===== src/inc/lwc_pkg.sv =====
`default_nettype none
package lwc_pkg;

	// ****************************************
	// Opcodes
	// ****************************************
	localparam logic [7:0] LWC_OP_PIO = 8'h3F;
	localparam logic [7:0] LWC_OP_DMA = 8'h57;

	// ****************************************
	// Sector geometry
	// ****************************************
	localparam int         LWC_SECTOR_BYTES = 512;
	localparam int         LWC_WORD_BYTES   = 2;
	localparam int         LWC_SECTOR_WORDS = LWC_SECTOR_BYTES / LWC_WORD_BYTES;
	localparam logic [7:0] LWC_LAST_WORD    = 8'(LWC_SECTOR_WORDS - 1);

	// ****************************************
	// Error and status bytes
	// ****************************************
	localparam int         LWC_ERR_ABT_BIT  = 2;
	localparam int         LWC_ST_ERR_BIT   = 0;
	localparam int         LWC_ST_DSC_BIT   = 4;
	localparam int         LWC_ST_RDY_BIT   = 6;
	localparam logic [7:0] LWC_ERROR_NONE   = 8'h00;
	localparam logic [7:0] LWC_ERROR_ABORT  = 8'(1 << LWC_ERR_ABT_BIT);
	localparam logic [7:0] LWC_STATUS_OK    = 8'((1 << LWC_ST_RDY_BIT) | (1 << LWC_ST_DSC_BIT));
	localparam logic [7:0] LWC_STATUS_ABORT = 8'(LWC_STATUS_OK | (1 << LWC_ST_ERR_BIT));

	// ****************************************
	// Carriers
	// ****************************************
	typedef struct packed {
		logic [7:0] opcode;
		logic [7:0] countCur;
		logic [7:0] countPrev;
		logic [7:0] logAddr;
		logic [7:0] startCur;
		logic [7:0] startPrev;
	} lwc_cmd_t;

	typedef struct packed {
		logic        exists;
		logic        supported;
		logic        enabled;
		logic        readOnly;
		logic [15:0] size;
	} lwc_logattr_t;

	typedef struct packed {
		logic [7:0]  logAddr;
		logic [15:0] sector;
		logic [7:0]  word;
		logic [15:0] data;
	} lwc_logwr_t;

	typedef struct packed {
		logic       dma;
		logic [7:0] status;
		logic [7:0] error;
	} lwc_done_t;

	typedef struct packed {
		logic badFeature;
		logic readOnly;
		logic tooMany;
		logic badRange;
	} lwc_verdict_t;

	typedef enum logic [4:0] {
		LWC_IDLE   = 5'b0_0001,
		LWC_LOOKUP = 5'b0_0010,
		LWC_DECIDE = 5'b0_0100,
		LWC_XFER   = 5'b0_1000,
		LWC_FINISH = 5'b1_0000
	} lwc_state_t;

	typedef struct packed {
		lwc_state_t  state;
		logic        dma;
		logic        abort;
		logic [7:0]  logAddr;
		logic [15:0] count;
		logic [15:0] start;
		logic [15:0] sectorsDone;
		logic [7:0]  word;
		logic        wrValid;
		lwc_logwr_t  wr;
		logic        intrq;
		logic        doneValid;
		lwc_done_t   result;
	} lwc_main_t;

	function automatic logic lwc_is_log_write(input logic [7:0] op);
		return (op == LWC_OP_PIO) || (op == LWC_OP_DMA);
	endfunction

endpackage
`default_nettype wire


===== src/rtl/lwc_param_check.sv =====
`default_nettype none
module lwc_param_check (
	// Clock and reset
	input  wire logic                  core_clk,
	input  wire logic                  rst,
	// Parameters under test
	input  wire logic [15:0]           count,
	input  wire logic [15:0]           start,
	input  wire lwc_pkg::lwc_logattr_t attr,
	// Verdict, valid one edge after the inputs
	output var  lwc_pkg::lwc_verdict_t verdict,
	output var  logic                  abortCmd
);
	import lwc_pkg::*;

	lwc_verdict_t v_q;
	lwc_verdict_t v_d;
	logic [16:0]  endSector;

	// ****************************************
	// Checks
	// ****************************************
	always_comb begin
		endSector    = {1'b0, start} + {1'b0, count};
		v_d.badFeature = !attr.exists || !attr.supported || !attr.enabled;
		v_d.readOnly   = attr.readOnly;
		v_d.tooMany    = count > attr.size;
		// Zero count or a run past the end of the log is invalid
		v_d.badRange   = (count == 16'h0000) || (endSector > {1'b0, attr.size});
	end

	always_ff @(posedge core_clk) begin
		if (rst) begin
			v_q <= '0;
		end else begin
			v_q <= v_d;
		end
	end

	assign verdict  = v_q;
	assign abortCmd = |v_q;
endmodule
`default_nettype wire


===== src/rtl/lwc_log_write.sv =====
`default_nettype none
module lwc_log_write (
	// Clock and reset
	input  wire logic                  core_clk,
	input  wire logic                  rst,
	// Command block
	input  wire lwc_pkg::lwc_cmd_t     cmd,
	input  wire logic                  cmdValid,
	output logic                       cmdReady,
	// Log directory lookup
	output logic [7:0]                 dirAddr,
	input  wire lwc_pkg::lwc_logattr_t dirAttr,
	// Host data words
	input  wire logic [15:0]           hostData,
	input  wire logic                  hostValid,
	output logic                       hostReady,
	// Log store
	output var  lwc_pkg::lwc_logwr_t   logWr,
	output logic                       logWrValid,
	// Host signalling
	output logic                       busy,
	output logic                       drq,
	output logic                       dmaReq,
	output logic                       intrq,
	// Completion
	output logic                       doneValid,
	output var  lwc_pkg::lwc_done_t    doneResult
);
	import lwc_pkg::*;

	lwc_main_t    r_q;
	lwc_main_t    r_d;
	lwc_verdict_t verdict;
	logic         abortCmd;
	logic         accept;
	logic         wordLast;
	logic         sectorLast;
	logic         take;

	// ****************************************
	// Parameter check
	// ****************************************
	lwc_param_check u_check (
		.core_clk (core_clk),
		.rst      (rst),
		.count    (r_q.count),
		.start    (r_q.start),
		.attr     (dirAttr),
		.verdict  (verdict),
		.abortCmd (abortCmd)
	);

	// ****************************************
	// Handshakes
	// ****************************************
	assign cmdReady   = (r_q.state == LWC_IDLE);
	assign take       = cmdValid && cmdReady && lwc_is_log_write(cmd.opcode);
	assign hostReady  = (r_q.state == LWC_XFER);
	assign accept     = hostValid && hostReady;
	assign wordLast   = (r_q.word == LWC_LAST_WORD);
	assign sectorLast = (r_q.sectorsDone == 16'(r_q.count - 16'h0001));
	assign dirAddr    = r_q.logAddr;

	// ****************************************
	// Next state
	// ****************************************
	always_comb begin
		r_d           = r_q;
		r_d.wrValid   = 1'b0;
		r_d.intrq     = 1'b0;
		r_d.doneValid = 1'b0;
		unique case (r_q.state)
			LWC_IDLE: begin
				if (take) begin
					r_d.dma         = (cmd.opcode == LWC_OP_DMA);
					r_d.logAddr     = cmd.logAddr;
					r_d.count       = {cmd.countPrev, cmd.countCur};
					r_d.start       = {cmd.startPrev, cmd.startCur};
					r_d.sectorsDone = 16'h0000;
					r_d.word        = 8'h00;
					r_d.abort       = 1'b0;
					r_d.state       = LWC_LOOKUP;
				end
			end
			LWC_LOOKUP: begin
				// Checker samples the directory here, one edge of latency
				r_d.state = LWC_DECIDE;
			end
			LWC_DECIDE: begin
				// Same verdict path for both opcodes
				if (abortCmd) begin
					r_d.abort = 1'b1;
					r_d.state = LWC_FINISH;
				end else begin
					r_d.state = LWC_XFER;
				end
			end
			LWC_XFER: begin
				if (accept) begin
					r_d.wrValid    = 1'b1;
					r_d.wr.logAddr = r_q.logAddr;
					r_d.wr.sector  = 16'(r_q.start + r_q.sectorsDone);
					r_d.wr.word    = r_q.word;
					r_d.wr.data    = hostData;
					r_d.word       = 8'(r_q.word + 8'h01);
					if (wordLast) begin
						r_d.word        = 8'h00;
						r_d.sectorsDone = 16'(r_q.sectorsDone + 16'h0001);
						r_d.intrq       = !r_q.dma;
						if (sectorLast) begin
							r_d.state = LWC_FINISH;
						end
					end
				end
			end
			LWC_FINISH: begin
				r_d.doneValid     = 1'b1;
				r_d.result.dma    = r_q.dma;
				r_d.result.status = r_q.abort ? LWC_STATUS_ABORT : LWC_STATUS_OK;
				r_d.result.error  = r_q.abort ? LWC_ERROR_ABORT : LWC_ERROR_NONE;
				// PIO success already interrupted on its last sector
				r_d.intrq         = r_q.dma || r_q.abort;
				r_d.state         = LWC_IDLE;
			end
			default: begin
				r_d.state = LWC_IDLE;
			end
		endcase
	end

	// ****************************************
	// State register
	// ****************************************
	always_ff @(posedge core_clk) begin
		if (rst) begin
			r_q       <= '0;
			r_q.state <= LWC_IDLE;
		end else begin
			r_q <= r_d;
		end
	end

	// ****************************************
	// Outputs
	// ****************************************
	assign logWr      = r_q.wr;
	assign logWrValid = r_q.wrValid;
	assign busy       = (r_q.state != LWC_IDLE);
	assign drq        = (r_q.state == LWC_XFER) && !r_q.dma;
	assign dmaReq     = (r_q.state == LWC_XFER) && r_q.dma;
	assign intrq      = r_q.intrq;
	assign doneValid  = r_q.doneValid;
	assign doneResult = r_q.result;
endmodule
`default_nettype wire


===== config.mk =====
export PLATFORM = sky130hd
export DESIGN_NAME = lwc_log_write
export DESIGN_NICKNAME = d
export VERILOG_FILES = /design/src/inc/lwc_pkg.sv /design/src/rtl/lwc_param_check.sv /design/src/rtl/lwc_log_write.sv
export SDC_FILE = /design/constraint.sdc
export NUM_CORES = 1
export LEC_CHECK = 0
export BUFFER_PORTS_ARGS = -buffer_cell sky130_fd_sc_hd__buf_2
export CAP_MARGIN = 25
export CORE_MARGIN = 2
export CORE_UTILIZATION = 50
export DETAILED_ROUTE_END_ITERATION = 10
export HOLD_SLACK_MARGIN = 0.06
export PLACE_DENSITY = 0.81
export SLEW_MARGIN = 20
export SYNTH_ARGS = -nofsm -noshare
export SYNTH_HDL_FRONTEND = slang
export SYNTH_SLANG_ARGS = --single-unit

===== constraint.sdc =====
create_clock -name core_clk -period 4.88 [get_ports core_clk]
set_clock_uncertainty 0.15 [all_clocks]
set_input_delay 0.976 -clock core_clk [delete_from_list [all_inputs] [get_ports core_clk]]
set_output_delay 0.976 -clock core_clk [all_outputs]
set_load 0.01 [all_outputs]

## Word level (Yosys, flattened, before mapping)

Index checks and enable logic that the tools add are counted.

- Register bits: 143
- Bits in latches: 0
- Bits in writable memories: 0
- ROM bits: 0
- Bits of input ports: 88
- Output and inout port bits: 81
- Word-level logic and storage cells: 86
- Memories: 0

- Add/sub/neg operators: 5
- $mul: 0
- Div/mod/pow operators: 0
- Order comparisons: 2
- Eq/ne operators: 15
- Shift operators: 0
- Multiplexer cells: 16
- Bitwise gates (word level): 1
- Reduce and logical (&&, ||, !) cells: 25

Operators by type and width:

| kind | number |
|---|---|
| $mux W74 | 1 |
| $mux W71 | 1 |
| $pmux W24 S2 | 1 |
| $mux W24 | 1 |
| $mux W5 | 4 |
| $pmux W5 S4 | 1 |
| $mux W18 | 1 |
| $add A16 B16 Y17 | 1 |
| $gt A17 B16 Y1 | 1 |
| $add A16 B1 Y16 const B | 1 |
| $add A16 B16 Y16 | 1 |
| $eq A16 B16 Y1 | 1 |
| $gt A16 B16 Y1 | 1 |
| $logic_not A16 Y1 | 1 |
| $sub A16 B1 Y16 const B | 1 |
| $add A8 B1 Y8 const B | 1 |
| $eq A8 B6 Y1 const B | 1 |
| $eq A8 B7 Y1 const B | 1 |
| $eq A8 B8 Y1 const B | 1 |
| $ne A2 B1 Y1 const B | 4 |
| $reduce_and A4 Y1 | 2 |
| $reduce_and A3 Y1 | 2 |
| $eq A5 B1 Y1 const B | 1 |
| $eq A5 B2 Y1 const B | 1 |
| 16 further kinds | 32 |

## Depth between registers and ports, before layout

Gate-level depths: netlist of run 1.

- Word-level depth: 6
- Depth in mapped cells: 18
- Gate-level depth less buffers: 18

## Modules after synthesis

From an unflattened synthesis of run 1, not the netlist that was laid out.

- Cells, all modules: 1025
- Area total of the unflattened synthesis: 8041.5 µm²

By module, submodules not included:

| module | times used | cells an instance | area each (µm²) | seq. area each (µm²) |
|---|---|---|---|---|
| lwc_log_write | 1 | 808 | 6352.3 | 2502.4 |
| lwc_param_check | 1 | 217 | 1689.1 | 80.1 |

## Worst setup path before layout of run 1

Ideal clock, no wire load.

- Kind: register -> register
- Start: register r_q[108] (netlist bit)
- End: register u_check.v_q (netlist bit u_check.verdict[0])
- Setup time: 0.130 ns
- Arrival: 3.134 ns
- Data required time: 4.600 ns
- Slack: 1.465 ns
- Stages on the path, launching flop included: 19
- Path buffers: 0
- Period minus slack after synthesis: 3.415 ns
- Path through: dfxtp_1 ha_1 inv_1 fa_1 nor2b_1 o31a_1 o211ai_1 a211oi_1 or2_1 nor2_1 xnor2_1 ha_1 and3_1 nand3_1 nor4_1 o21ai_0 a21oi_1 a2bb2oi_1 o41ai_1

- Word-level cells in the longest chain between the ends: 3
- Elaborated cells between the ends (all ways): 4
- Classes of those cells: 1 x add/sub; 1 x order compare; 2 x reduce/logical

Ends and longest elaborated chain:

| item | RTL line | source |
|---|---|---|
| start: declaration | lwc_log_write.sv:31 | `lwc_main_t r_q;` |
| start signal: assignment | lwc_log_write.sv:139 | `r_q <= r_d;` |
| $add A16 B16 Y17 | lwc_param_check.sv:24 | `endSector = {1'b0, start} + {1'b0, count};` |
| $gt A17 B16 Y1 | lwc_param_check.sv:29 | `v_d.badRange = (count == 16'h0000) \|\| (endSector > {1'b0, attr.size});` |
| $logic_or A1 B1 Y1 (*) | lwc_param_check.sv:29 |  |
| end signal: assignment | lwc_param_check.sv:36 | `v_q <= v_d;` |
| end: declaration | lwc_param_check.sv:16 | `lwc_verdict_t v_q;` |

Mark *: on every way between the ends. The rest lies on a longest branch, timed or not.
A chain may end at the register's enable or synchronous reset.

## Final worst setup path of run 1

Same ends and word-level chain as after synthesis.

==> run_results.csv, run 1 <==
group,metric,value,unit
run_status,status,"completed",
yosys,syn_area_per_cell,7.85,um2
global_route,first_global_vias,6474,
clock_network,htreeDepth,4,
sta,final-hold-violation-count,0,
drt,drc,0,
yosys,synth_flop_cell,"dfxtp_1",
drt,vias,7112,
pwr,ir_drop,0.249,mV
worst_setup_path,worstPathRequired,5.04,ns
worst_hold_path,hold_class,"reg2reg",
global_route,grt_first_pass_wirelength,31.5,mm
drt,vias_per_cell,5.37,
clock_network,clkSinkCount,129,
worst_setup_path,worst_path_max_delay_cell,"dfxtp_1",
drt,wl_per_cell,14.9,um
clock_network,cts-root-buf,"clkbuf_16",
place,hpwlAfterDp,14.8,mm
pwr,p_leak,4.09,nW
clock_network,postCtsSetupRepairBufs,0,
layout,fillCellCount,1447,
sta,setup-violations-final,0,
clock_network,holdBufCountCts,0,
floorplan,rows,46,
floorplan,die_area,17000,um2
pwr,switchingPower,0.633,mW
layout,multiInputGateArea,4620,um2
sta,tightest_slew,0.743,ns
drt,finalWirelength,19.8,mm
pwr,intPower,1.89,mW
floorplan,design.portCount,169,
drt,drtAntennaViolNets,0,
layout,stdcell_count,1325,
yosys,ys_types,72,
yosys,synthCells,1016,
clock_network,clock_tree.buffer_depth,2,
sta,finalCriticalPeriod,3.94,ns
layout,antennaDiodeCount,0,
yosys,syn_area,7980,um2
yosys,ys_warn_count,0,
global_route,grt_usage,23.5,%
worst_setup_path,cp_cell_sequence,"ha_1, inv_1, fa_1, nor2b_1, o31a_1, o211ai_1, a211oi_1, or2_1, nor2_1, xnor2_1, ha_1, and3_1, nand3_1, nor4_1, o21ai_0, a21oi_1, a2bb2oi_1, o41ai_1",
sta,timing.fmax,254,MHz
clock_network,insertion_delay,0.42,ns
clock_network,clkTransAtPathRegs,0.06,ns
drt,drt-pass1-iter-count,4,
worst_setup_path,cp_max_fo,6,
pwr,pwr-share-comb,4.9,%
floorplan,core-area,15700,um2
floorplan,die_w,130,um
floorplan,initial_core_util,50.8,%
sta,tns,0,ns
place,gp_congestion,0.924,
worst_setup_path,regToRegSetupSlack,0.94,ns
clock_network,cts_resized,0,
place,port_buffers,156,
sta,drv_slew,0,
worst_setup_path,crit_type,"reg2reg",
worst_setup_path,crit_arrival,4.10,ns
yosys,synth_edf_count,0,
global_route,antenna_found_initial,0,
global_route,grt_max_degree,65,
worst_setup_path,cpMostUsedCell,"ha_1",
layout,final_nets,1253,
drt,dr.first_iter.drc_count,354,
floorplan,die_y,130,um
layout,regArea,2580,um2
global_route,gr-total-overflow,0,
run,maxCapViolations,0,
sta,relSlewSlack,49.8,%
yosys,synth.ff_latch_count,129,
worst_setup_path,cp-end-kind,"flop",
pwr,power.share.clock,52.9,%
worst_setup_path,startpoint,"r_q[108]",
layout,fin_util,57.5,%
worst_hold_path,min-delay-start,"logWr[5]",
clock_network,cts_tree,"yes",
worst_setup_path,cp-start-kind,"flop",
worst_setup_path,r2r-start,"r_q[108]",
layout,area_delta_synth_final,13.3,%
place,post-place-cells,1293,
pwr,switching_share,25.1,%
yosys,async_flop_share,0,%
yosys,ys_seq_area_share,32.4,%
sta,rsz0062_at_grt,"false",
pwr,seqPwrFrac,42.1,%
clock_network,cts_made_buffers,17,
sta,min_period_over_period,80.7,%
pwr,p_per_area,279,nW/um2
layout,drive_gt1_share,19.0,%
worst_setup_path,worst_path_largest_cell_delay,0.44,ns
-- flip-flops by register name, summed over array words and instances (netlist names) --
name,cells
doneValid,1
logWrValid,1
r_q,63
doneResult,3
u_check.verdict,4
logWr,48
intrq,1
dirAddr,8
-- power by group through the flow --
stage          clock [mW]  combinational, mW  sequential [mW]
2_1_floorplan           0             0.0746             1.09
5_1_grt              1.41              0.140             1.06
3_3_place_gp            0              0.121             1.09
4_1_cts              1.36              0.124             1.06
6_report             1.34              0.125             1.06
3_5_place_dp            0              0.123             1.09
-- cell usage in the layout, fill, tap and decap left out, types with 3 or more instances in the layout --
cell       count
a31oi_1        9
inv_6          5
dfxtp_1      129
a211oi_1       9
inv_1         30
buf_4          8
o211ai_1       5
o21ai_0       25
nand2_1      199
buf_2        155
o21a_1        10
a21o_1        15
and3_1        10
a21oi_1      124
nand4_1       13
or2_1          3
nor2_1        62
clkbuf_16     17
inv_8          4
nor4_1         8
xor2_1        19
a211o_1        3
a2111oi_0      3
and2_1         5
o21ai_1        9
or3_1         10
nand3_1       15
conb_1        12
xnor2_1       43
ha_1          67
nor2b_1       13
nor3_1        11
-- critical path, delay by kind of cell (launching register included) --
kind                     cells  cell delay, ns
flip-flops                   1            0.44
XOR/XNOR                     1            0.12
buffers and inverters        1            0.07
AND/OR/NAND/NOR              6            1.02
adder cells (fa/ha/maj)      3            0.98
AO/OA/AOI/OAI                7            1.04
-- routing by layer --
metal	track usage, %	part of all wire, %
met1	30.6	45
met2	38.1	46
met3	4.06	5.9
met4	10.9	3.3
met5	0	0
-- stage by stage --
stage	instance area (um2)	hold WS [ns]	power (mW)	worst slack [ns]
after detailed placement	8420	0.292	1.21	1.00
after floorplan	8020	0.282	1.16	1.47
final	9040	0.299	2.52	0.941
after global routing	9040	0.315	2.62	0.604
after CTS	9040	0.299	2.54	0.982
after global placement	8420	0.287	1.21	1.20
-- Yosys cell counts, types with 10 or more instances --
| library cell | n | area, um2 |
|---|---|---|
| clkbuf_1 | 30 | 113 |
| or3_1 | 10 | 62.6 |
| dfxtp_1 | 129 | 2580 |
| xor2_1 | 19 | 166 |
| xnor2_1 | 43 | 377 |
| o21ai_0 | 25 | 125 |
| nor2_1 | 62 | 233 |
| a21o_1 | 15 | 113 |
| and3_1 | 10 | 62.6 |
| ha_1 | 67 | 838 |
| buf_4 | 73 | 548 |
| nor2b_1 | 13 | 81.3 |
| nand4_1 | 13 | 81.3 |
| nand2_1 | 199 | 747 |
| nor3_1 | 11 | 55.1 |
| a21oi_1 | 124 | 621 |
| o21a_1 | 10 | 75.1 |
| nand3_1 | 16 | 80.1 |
| inv_1 | 30 | 113 |
-- path summary, 6_finish.rpt --
path                        endpoint  cells after the start
setup / recovery  u_check.verdict[0]                     18
hold / removal              logWr[5]                      2
setup reg to reg  u_check.verdict[0]                     18
hold reg to reg             logWr[5]                      2
-- kinds of logic after synthesis --
family / share of synthesized area (%)
AND/OR/NAND/NOR: 21.7
AO/OA/AOI/OAI: 17.7
buffers and inverters: 10.3
flip-flops: 32.4
adder cells (fa/ha/maj): 11.0
XOR/XNOR: 6.81
other: 0.0470
multiplexers: 0.125
-- area by class of cell --
type,instances,area share [%]
clock buffer,17,4.70
sequential,129,28.6
tap,216,2.99
timing repair buffer,163,9.24
inverter,31,1.29
clock inverter,15,2.14
multi-input combinational,754,51.1
Note: power is estimated with default switching activity, not from simulation.
==> inputs of run 2 (changes only) <==
--- a/config.mk
+++ b/config.mk
@@ -11,7 +11,7 @@
 export CORE_UTILIZATION = 50
 export DETAILED_ROUTE_END_ITERATION = 10
 export HOLD_SLACK_MARGIN = 0.06
-export PLACE_DENSITY = 0.81
+export PLACE_DENSITY = 0.84
 export SLEW_MARGIN = 20
 export SYNTH_ARGS = -nofsm -noshare
 export SYNTH_HDL_FRONTEND = slang
==> constraint.sdc (replaced) <==
create_clock -name core_clk -period 3.2 [get_ports core_clk]
set_clock_uncertainty 0.15 [all_clocks]
set_input_delay 0.64 -clock core_clk [delete_from_list [all_inputs] [get_ports core_clk]]
set_output_delay 0.64 -clock core_clk [all_outputs]
set_load 0.01 [all_outputs]
==> run_results.csv, run 2 (synthesis gave the netlist of run 1 again) <==
group,metric,value,unit
global_route,grt_max_degree,66,
sta,timing.fmax,281,MHz
drt,drt-pass1-iter-count,5,
pwr,ir_drop,0.359,mV
drt,finalWirelength,21.6,mm
place,hpwlAfterDp,16.3,mm
floorplan,initial_core_util,50.8,%
floorplan,rows,46,
worst_setup_path,worst_path_largest_cell_delay,0.33,ns
clock_network,cts_tree,"yes",
drt,wl_per_cell,15.7,um
pwr,p_per_area,390,nW/um2
pwr,power.total,3.71,mW
sta,setup-violations-final,1,
run,maxCapViolations,0,
clock_network,insertion_delay,0.42,ns
floorplan,die_w,130,um
sta,min_period_over_period,111,%
run_status,status,"complete, but fails checks",
worst_setup_path,cp_max_fo,2,
worst_hold_path,hold_class,"in2reg",
clock_network,clkSinkCount,129,
sta,timing.hold.ws,0.266,ns
drt,drc,0,
run_status,violations,"setup timing",
global_route,gr-total-overflow,0,
clock_network,clkTransAtPathRegs,0.06,ns
worst_setup_path,cp_cell_sequence,"ha_4, inv_2, fa_2, nor2b_4, o31a_1, o211ai_1, a211oi_1, or2_1, buf_6, a31oi_4, xnor2_1, ha_1, nand3_2, nor4_4, o21ai_2, a21oi_2, a2bb2oi_2, o41ai_2",
worst_hold_path,min-delay-start,"dirAttr[18]",
worst_setup_path,cp-start-kind,"flop",
drt,dr.first_iter.drc_count,376,
sta,relSlewSlack,51.0,%
worst_setup_path,crit_type,"reg2reg",
sta,final-hold-violation-count,0,
global_route,grt_usage,25.0,%
place,port_buffers,156,
sta,tns,-0.364,ns
worst_setup_path,worstPathRequired,3.32,ns
drt,drtAntennaViolNets,0,
global_route,antenna_found_initial,0,
floorplan,die_y,130,um
worst_setup_path,startpoint,"r_q[92]",
worst_setup_path,cp-end-kind,"flop",
drt,vias_per_cell,5.42,
sta,tightest_slew,0.734,ns
layout,antennaDiodeCount,0,
worst_setup_path,worst_path_max_delay_cell,"dfxtp_2",
layout,largest_register_ffs,63,
sta,finalCriticalPeriod,3.56,ns
global_route,grt_first_pass_wirelength,33.1,mm
worst_setup_path,crit_arrival,3.69,ns
layout,final_nets,1305,
sta,drv_slew,0,
drt,vias,7463,
worst_setup_path,r2r-start,"r_q[92]",
place,gp_congestion,0.933,
clock_network,cts-root-buf,"clkbuf_16",
global_route,first_global_vias,6906,
clock_network,holdBufCountCts,0,
clock_network,htreeDepth,4,
layout,final_common_cell,"nand2_1",
clock_network,cts_made_buffers,17,
layout,largest-register,"r_q",
sta,fin_ws,-0.364,ns
layout,layout_common_cells,"198 x nand2_1, 155 x buf_2, 126 x dfxtp_1",
floorplan,die_area,17000,um2
pwr,p_leak,4.37,nW
layout,area_delta_synth_final,19.1,%
floorplan,design.portCount,169,
clock_network,clock_tree.buffer_depth,2,
floorplan,core-area,15700,um2
layout,drive_gt1_share,24.4,%
sta,rsz0062_at_grt,"true",
==> run 2: changes by cell type in the layout (fill, tap and decap cells not counted), moves of 3 or more <==
cell | before | now
a21oi_1 | 124 | 121
dfxtp_1 | 129 | 126
clkinv_4 | 0 | 5
buf_4 | 8 | 59
dfxtp_2 | 0 | 3
a21oi_2 | 0 | 3
inv_8 | 4 | 0
==> run 2: path summary, 6_finish.rpt <==
check / to / slack (ns) / depth (start not counted)
worst max-delay path: u_check.verdict[0] / -0.36 / 18
worst min-delay path: u_check.verdict[3] / 0.27 / 2
worst max register to register: u_check.verdict[0] / -0.36 / 18
worst min register to register: logWr[18] / 0.30 / 2
==> run 2: area by class of cell <==
class                           instances  area, um2
Clock buffer                           19        453
Clock inverter                         13        126
Fill cell                            1386       6210
Inverter                               31        116
Multi-Input combinational cell        754       4720
Sequential cell                       129       2590
Tap cell                              216        270
Timing Repair Buffer                  215       1230
==> run 2: routing by layer <==
| layer | vias to the layer above | track usage, % | wire (um) |
|---|---|---|---|
| li1 | 3694 | - | - |
| met1 | 3440 | 30.0 | 9100 |
| met2 | 284 | 43.5 | 10400 |
| met3 | 45 | 5.70 | 1590 |
| met4 | 0 | 9.68 | 572 |
| met5 | - | 0 | 0 |
==> run 2: per-stage QoR <==
step | area [um2] | util [%] | setup WS [ns] | std cells
after floorplan | 8050 | - | 0.000550 | 1027
after global placement | 8800 | 56.0 | -0.207 | 1339
after detailed placement | 8800 | 56.0 | -0.320 | 1339
after CTS | 9420 | 59.9 | -0.316 | 1376
after global routing | 9500 | 60.5 | -0.489 | 1377
final | 9500 | 60.5 | -0.364 | 1377
==> run 2: worst max-delay path, delay by kind of cell, from the launching register on <==
kind	cells	cell delay (ns)
fa+ha+maj	3	0.71
flops	1	0.33
compound gates	8	1.27
simple gates	4	0.69
buf+inv	2	0.17
xor+xnor	1	0.10
==> run 2: where the power goes <==
part / total (mW) / internal [mW] / leakage, nW / switching, mW
Sequential: 1.62 / 1.61 / 1.04 / 0.00943
Combinational: 0.203 / 0.0857 / 3.05 / 0.118
Clock: 1.88 / 1.12 / 0.285 / 0.762
Total: 3.71 / 2.82 / 4.37 / 0.889
==> run 2: repair_timing <==
item	in CTS	in global routing
resized for setup	4	15
setup endpoints to repair	1	1
buffers inserted	5	1
hold endpoints to repair	0	0
pin swaps	15	10
gates cloned	0	0
==> inputs of run 3 (changes only) <==
--- a/config.mk
+++ b/config.mk
@@ -12,6 +12,7 @@
 export DETAILED_ROUTE_END_ITERATION = 10
 export HOLD_SLACK_MARGIN = 0.06
 export PLACE_DENSITY = 0.84
+export SKIP_CTS_REPAIR_TIMING = 1
 export SLEW_MARGIN = 20
 export SYNTH_ARGS = -nofsm -noshare
 export SYNTH_HDL_FRONTEND = slang
==> run_results.csv, run 3 (synthesis gave the netlist of run 1 again) <==
group,metric,value,unit
run_status,status,"complete, but fails checks",
run_status,violations,"setup timing",
sta,timing.fmax,273,MHz
clock_network,cts-root-buf,"clkbuf_16",
layout,multiInputGateArea,4690,um2
drt,vias_per_cell,5.41,
drt,wl_met1,9.17,mm
floorplan,initial_core_util,50.8,%
drt,wl_met2,10.2,mm
worst_setup_path,cp-start-kind,"flop",
sta,min_period_over_period,114,%
place,post-place-cells,1339,
sta,tightest_slew,0.734,ns
global_route,gr-total-overflow,0,
worst_setup_path,crit_arrival,3.78,ns
layout,final_common_cell,"nand2_1",
pwr,p_per_area,393,nW/um2
sta,fin_ws,-0.463,ns
drt,wl_met3,1.59,mm
clock_network,htreeDepth,4,
layout,largest-register,"r_q",
sta,final-hold-violation-count,0,
clock_network,cts_tree,"yes",
pwr,ir_drop,0.359,mV
run,maxCapViolations,0,
sta,finalCriticalPeriod,3.66,ns
floorplan,die_w,130,um
clock_network,cts_made_buffers,17,
pwr,power.total,3.71,mW
clock_network,clkTransAtPathRegs,0.06,ns
layout,final_nets,1303,
drt,finalWirelength,21.6,mm
clock_network,clock_tree.buffer_depth,2,
global_route,antenna_found_initial,0,
worst_hold_path,hold_class,"in2reg",
sta,setup-violations-final,1,
drt,drt-pass1-iter-count,5,
drt,drc,0,
worst_setup_path,worstPathRequired,3.32,ns
floorplan,die_area,17000,um2
worst_setup_path,cp-end-kind,"flop",
layout,antennaDiodeCount,0,
layout,drive_gt1_share,23.9,%
worst_setup_path,crit_type,"reg2reg",
clock_network,insertion_delay,0.42,ns
global_route,grt_first_pass_wirelength,32.9,mm
worst_setup_path,cp_max_fo,3,
drt,dr.max_layer_used,"met4",
sta,timing.hold.ws,0.265,ns
place,hpwlAfterDp,16.3,mm
clock_network,clkSinkCount,129,
place,gp_congestion,0.933,
sta,rsz0062_at_grt,"true",
floorplan,die_y,130,um
sta,relSlewSlack,51.1,%
pwr,p_leak,4.36,nW
global_route,first_global_vias,6861,
layout,largest_register_ffs,63,
layout,stdcell_count,1375,
floorplan,core-area,15700,um2
drt,wl_per_cell,15.7,um
place,port_buffers,156,
layout,regArea,2590,um2
drt,vias,7433,
global_route,grt_usage,24.8,%
floorplan,design.portCount,169,
global_route,grt_max_degree,66,
layout,area_delta_synth_final,18.5,%
layout,fillCellCount,1396,
floorplan,rows,46,
drt,drtAntennaViolNets,0,
drt,dr.first_iter.drc_count,343,
layout,layout_common_cells,"199 x nand2_1, 155 x buf_2, 126 x dfxtp_1",
sta,drv_slew,0,
worst_setup_path,regToRegSetupSlack,-0.46,ns
==> run 3: report_power, final <==
part           internal (mW)  switching [mW]  total (mW)
clock                   1.12           0.765        1.89
sequential              1.61         0.00945        1.62
combinational         0.0855           0.117       0.203
==> run 3: through the flow <==
step | setup slack, ns | instance area (um2) | setup TNS (ns) | utilization [%]
final | -0.463 | 9460 | -0.463 | 60.2
after global routing | -0.626 | 9460 | -0.626 | 60.2
after CTS | -0.341 | 9380 | -0.341 | 59.7
after detailed placement | -0.320 | 8800 | -0.320 | 56.0
after global placement | -0.207 | 8800 | -0.207 | 56.0
after floorplan | 0.000550 | 8050 | 0 | -
==> run 3: area by class of cell <==
class	instances	share of cell area (%)
clock inverters	13	1.34
repair buffers	213	12.8
flip-flops and latches	129	27.3
clock buffers	19	4.79
multi-input cells	754	49.6
well taps	216	2.86
inverters	31	1.23
==> run 3: per-layer routing <==
metal	track usage, %	vias up
met5	0	-
met2	43.1	271
met1	29.8	3425
li1	-	3686
met4	9.68	0
met3	5.74	51
==> run 3: critical path, cell delays in order (launching register included) <==
cell and delay, ns:
dfxtp_2 0.35, ha_4 0.14, inv_2 0.04, fa_2 0.37, nor2b_2 0.19, o31a_1 0.17
o211ai_1 0.12, a211oi_1 0.21, or2_1 0.17, nor2_2 0.04, xnor2_1 0.13, ha_1 0.33
and3_4 0.20, nand3_4 0.08, nor4_4 0.28, o21ai_1 0.13, a21oi_2 0.16, a2bb2oi_2 0.17
o41ai_2 0.09
==> run 3: path summary, 6_finish.rpt <==
check | start | endpoint | cells after the start
worst min register to register | logWr[15] | logWr[15] | 2
worst max-delay path | r_q[92] | u_check.verdict[0] | 18
worst max register to register | r_q[92] | u_check.verdict[0] | 18
worst min-delay path | dirAttr[18] | u_check.verdict[3] | 2
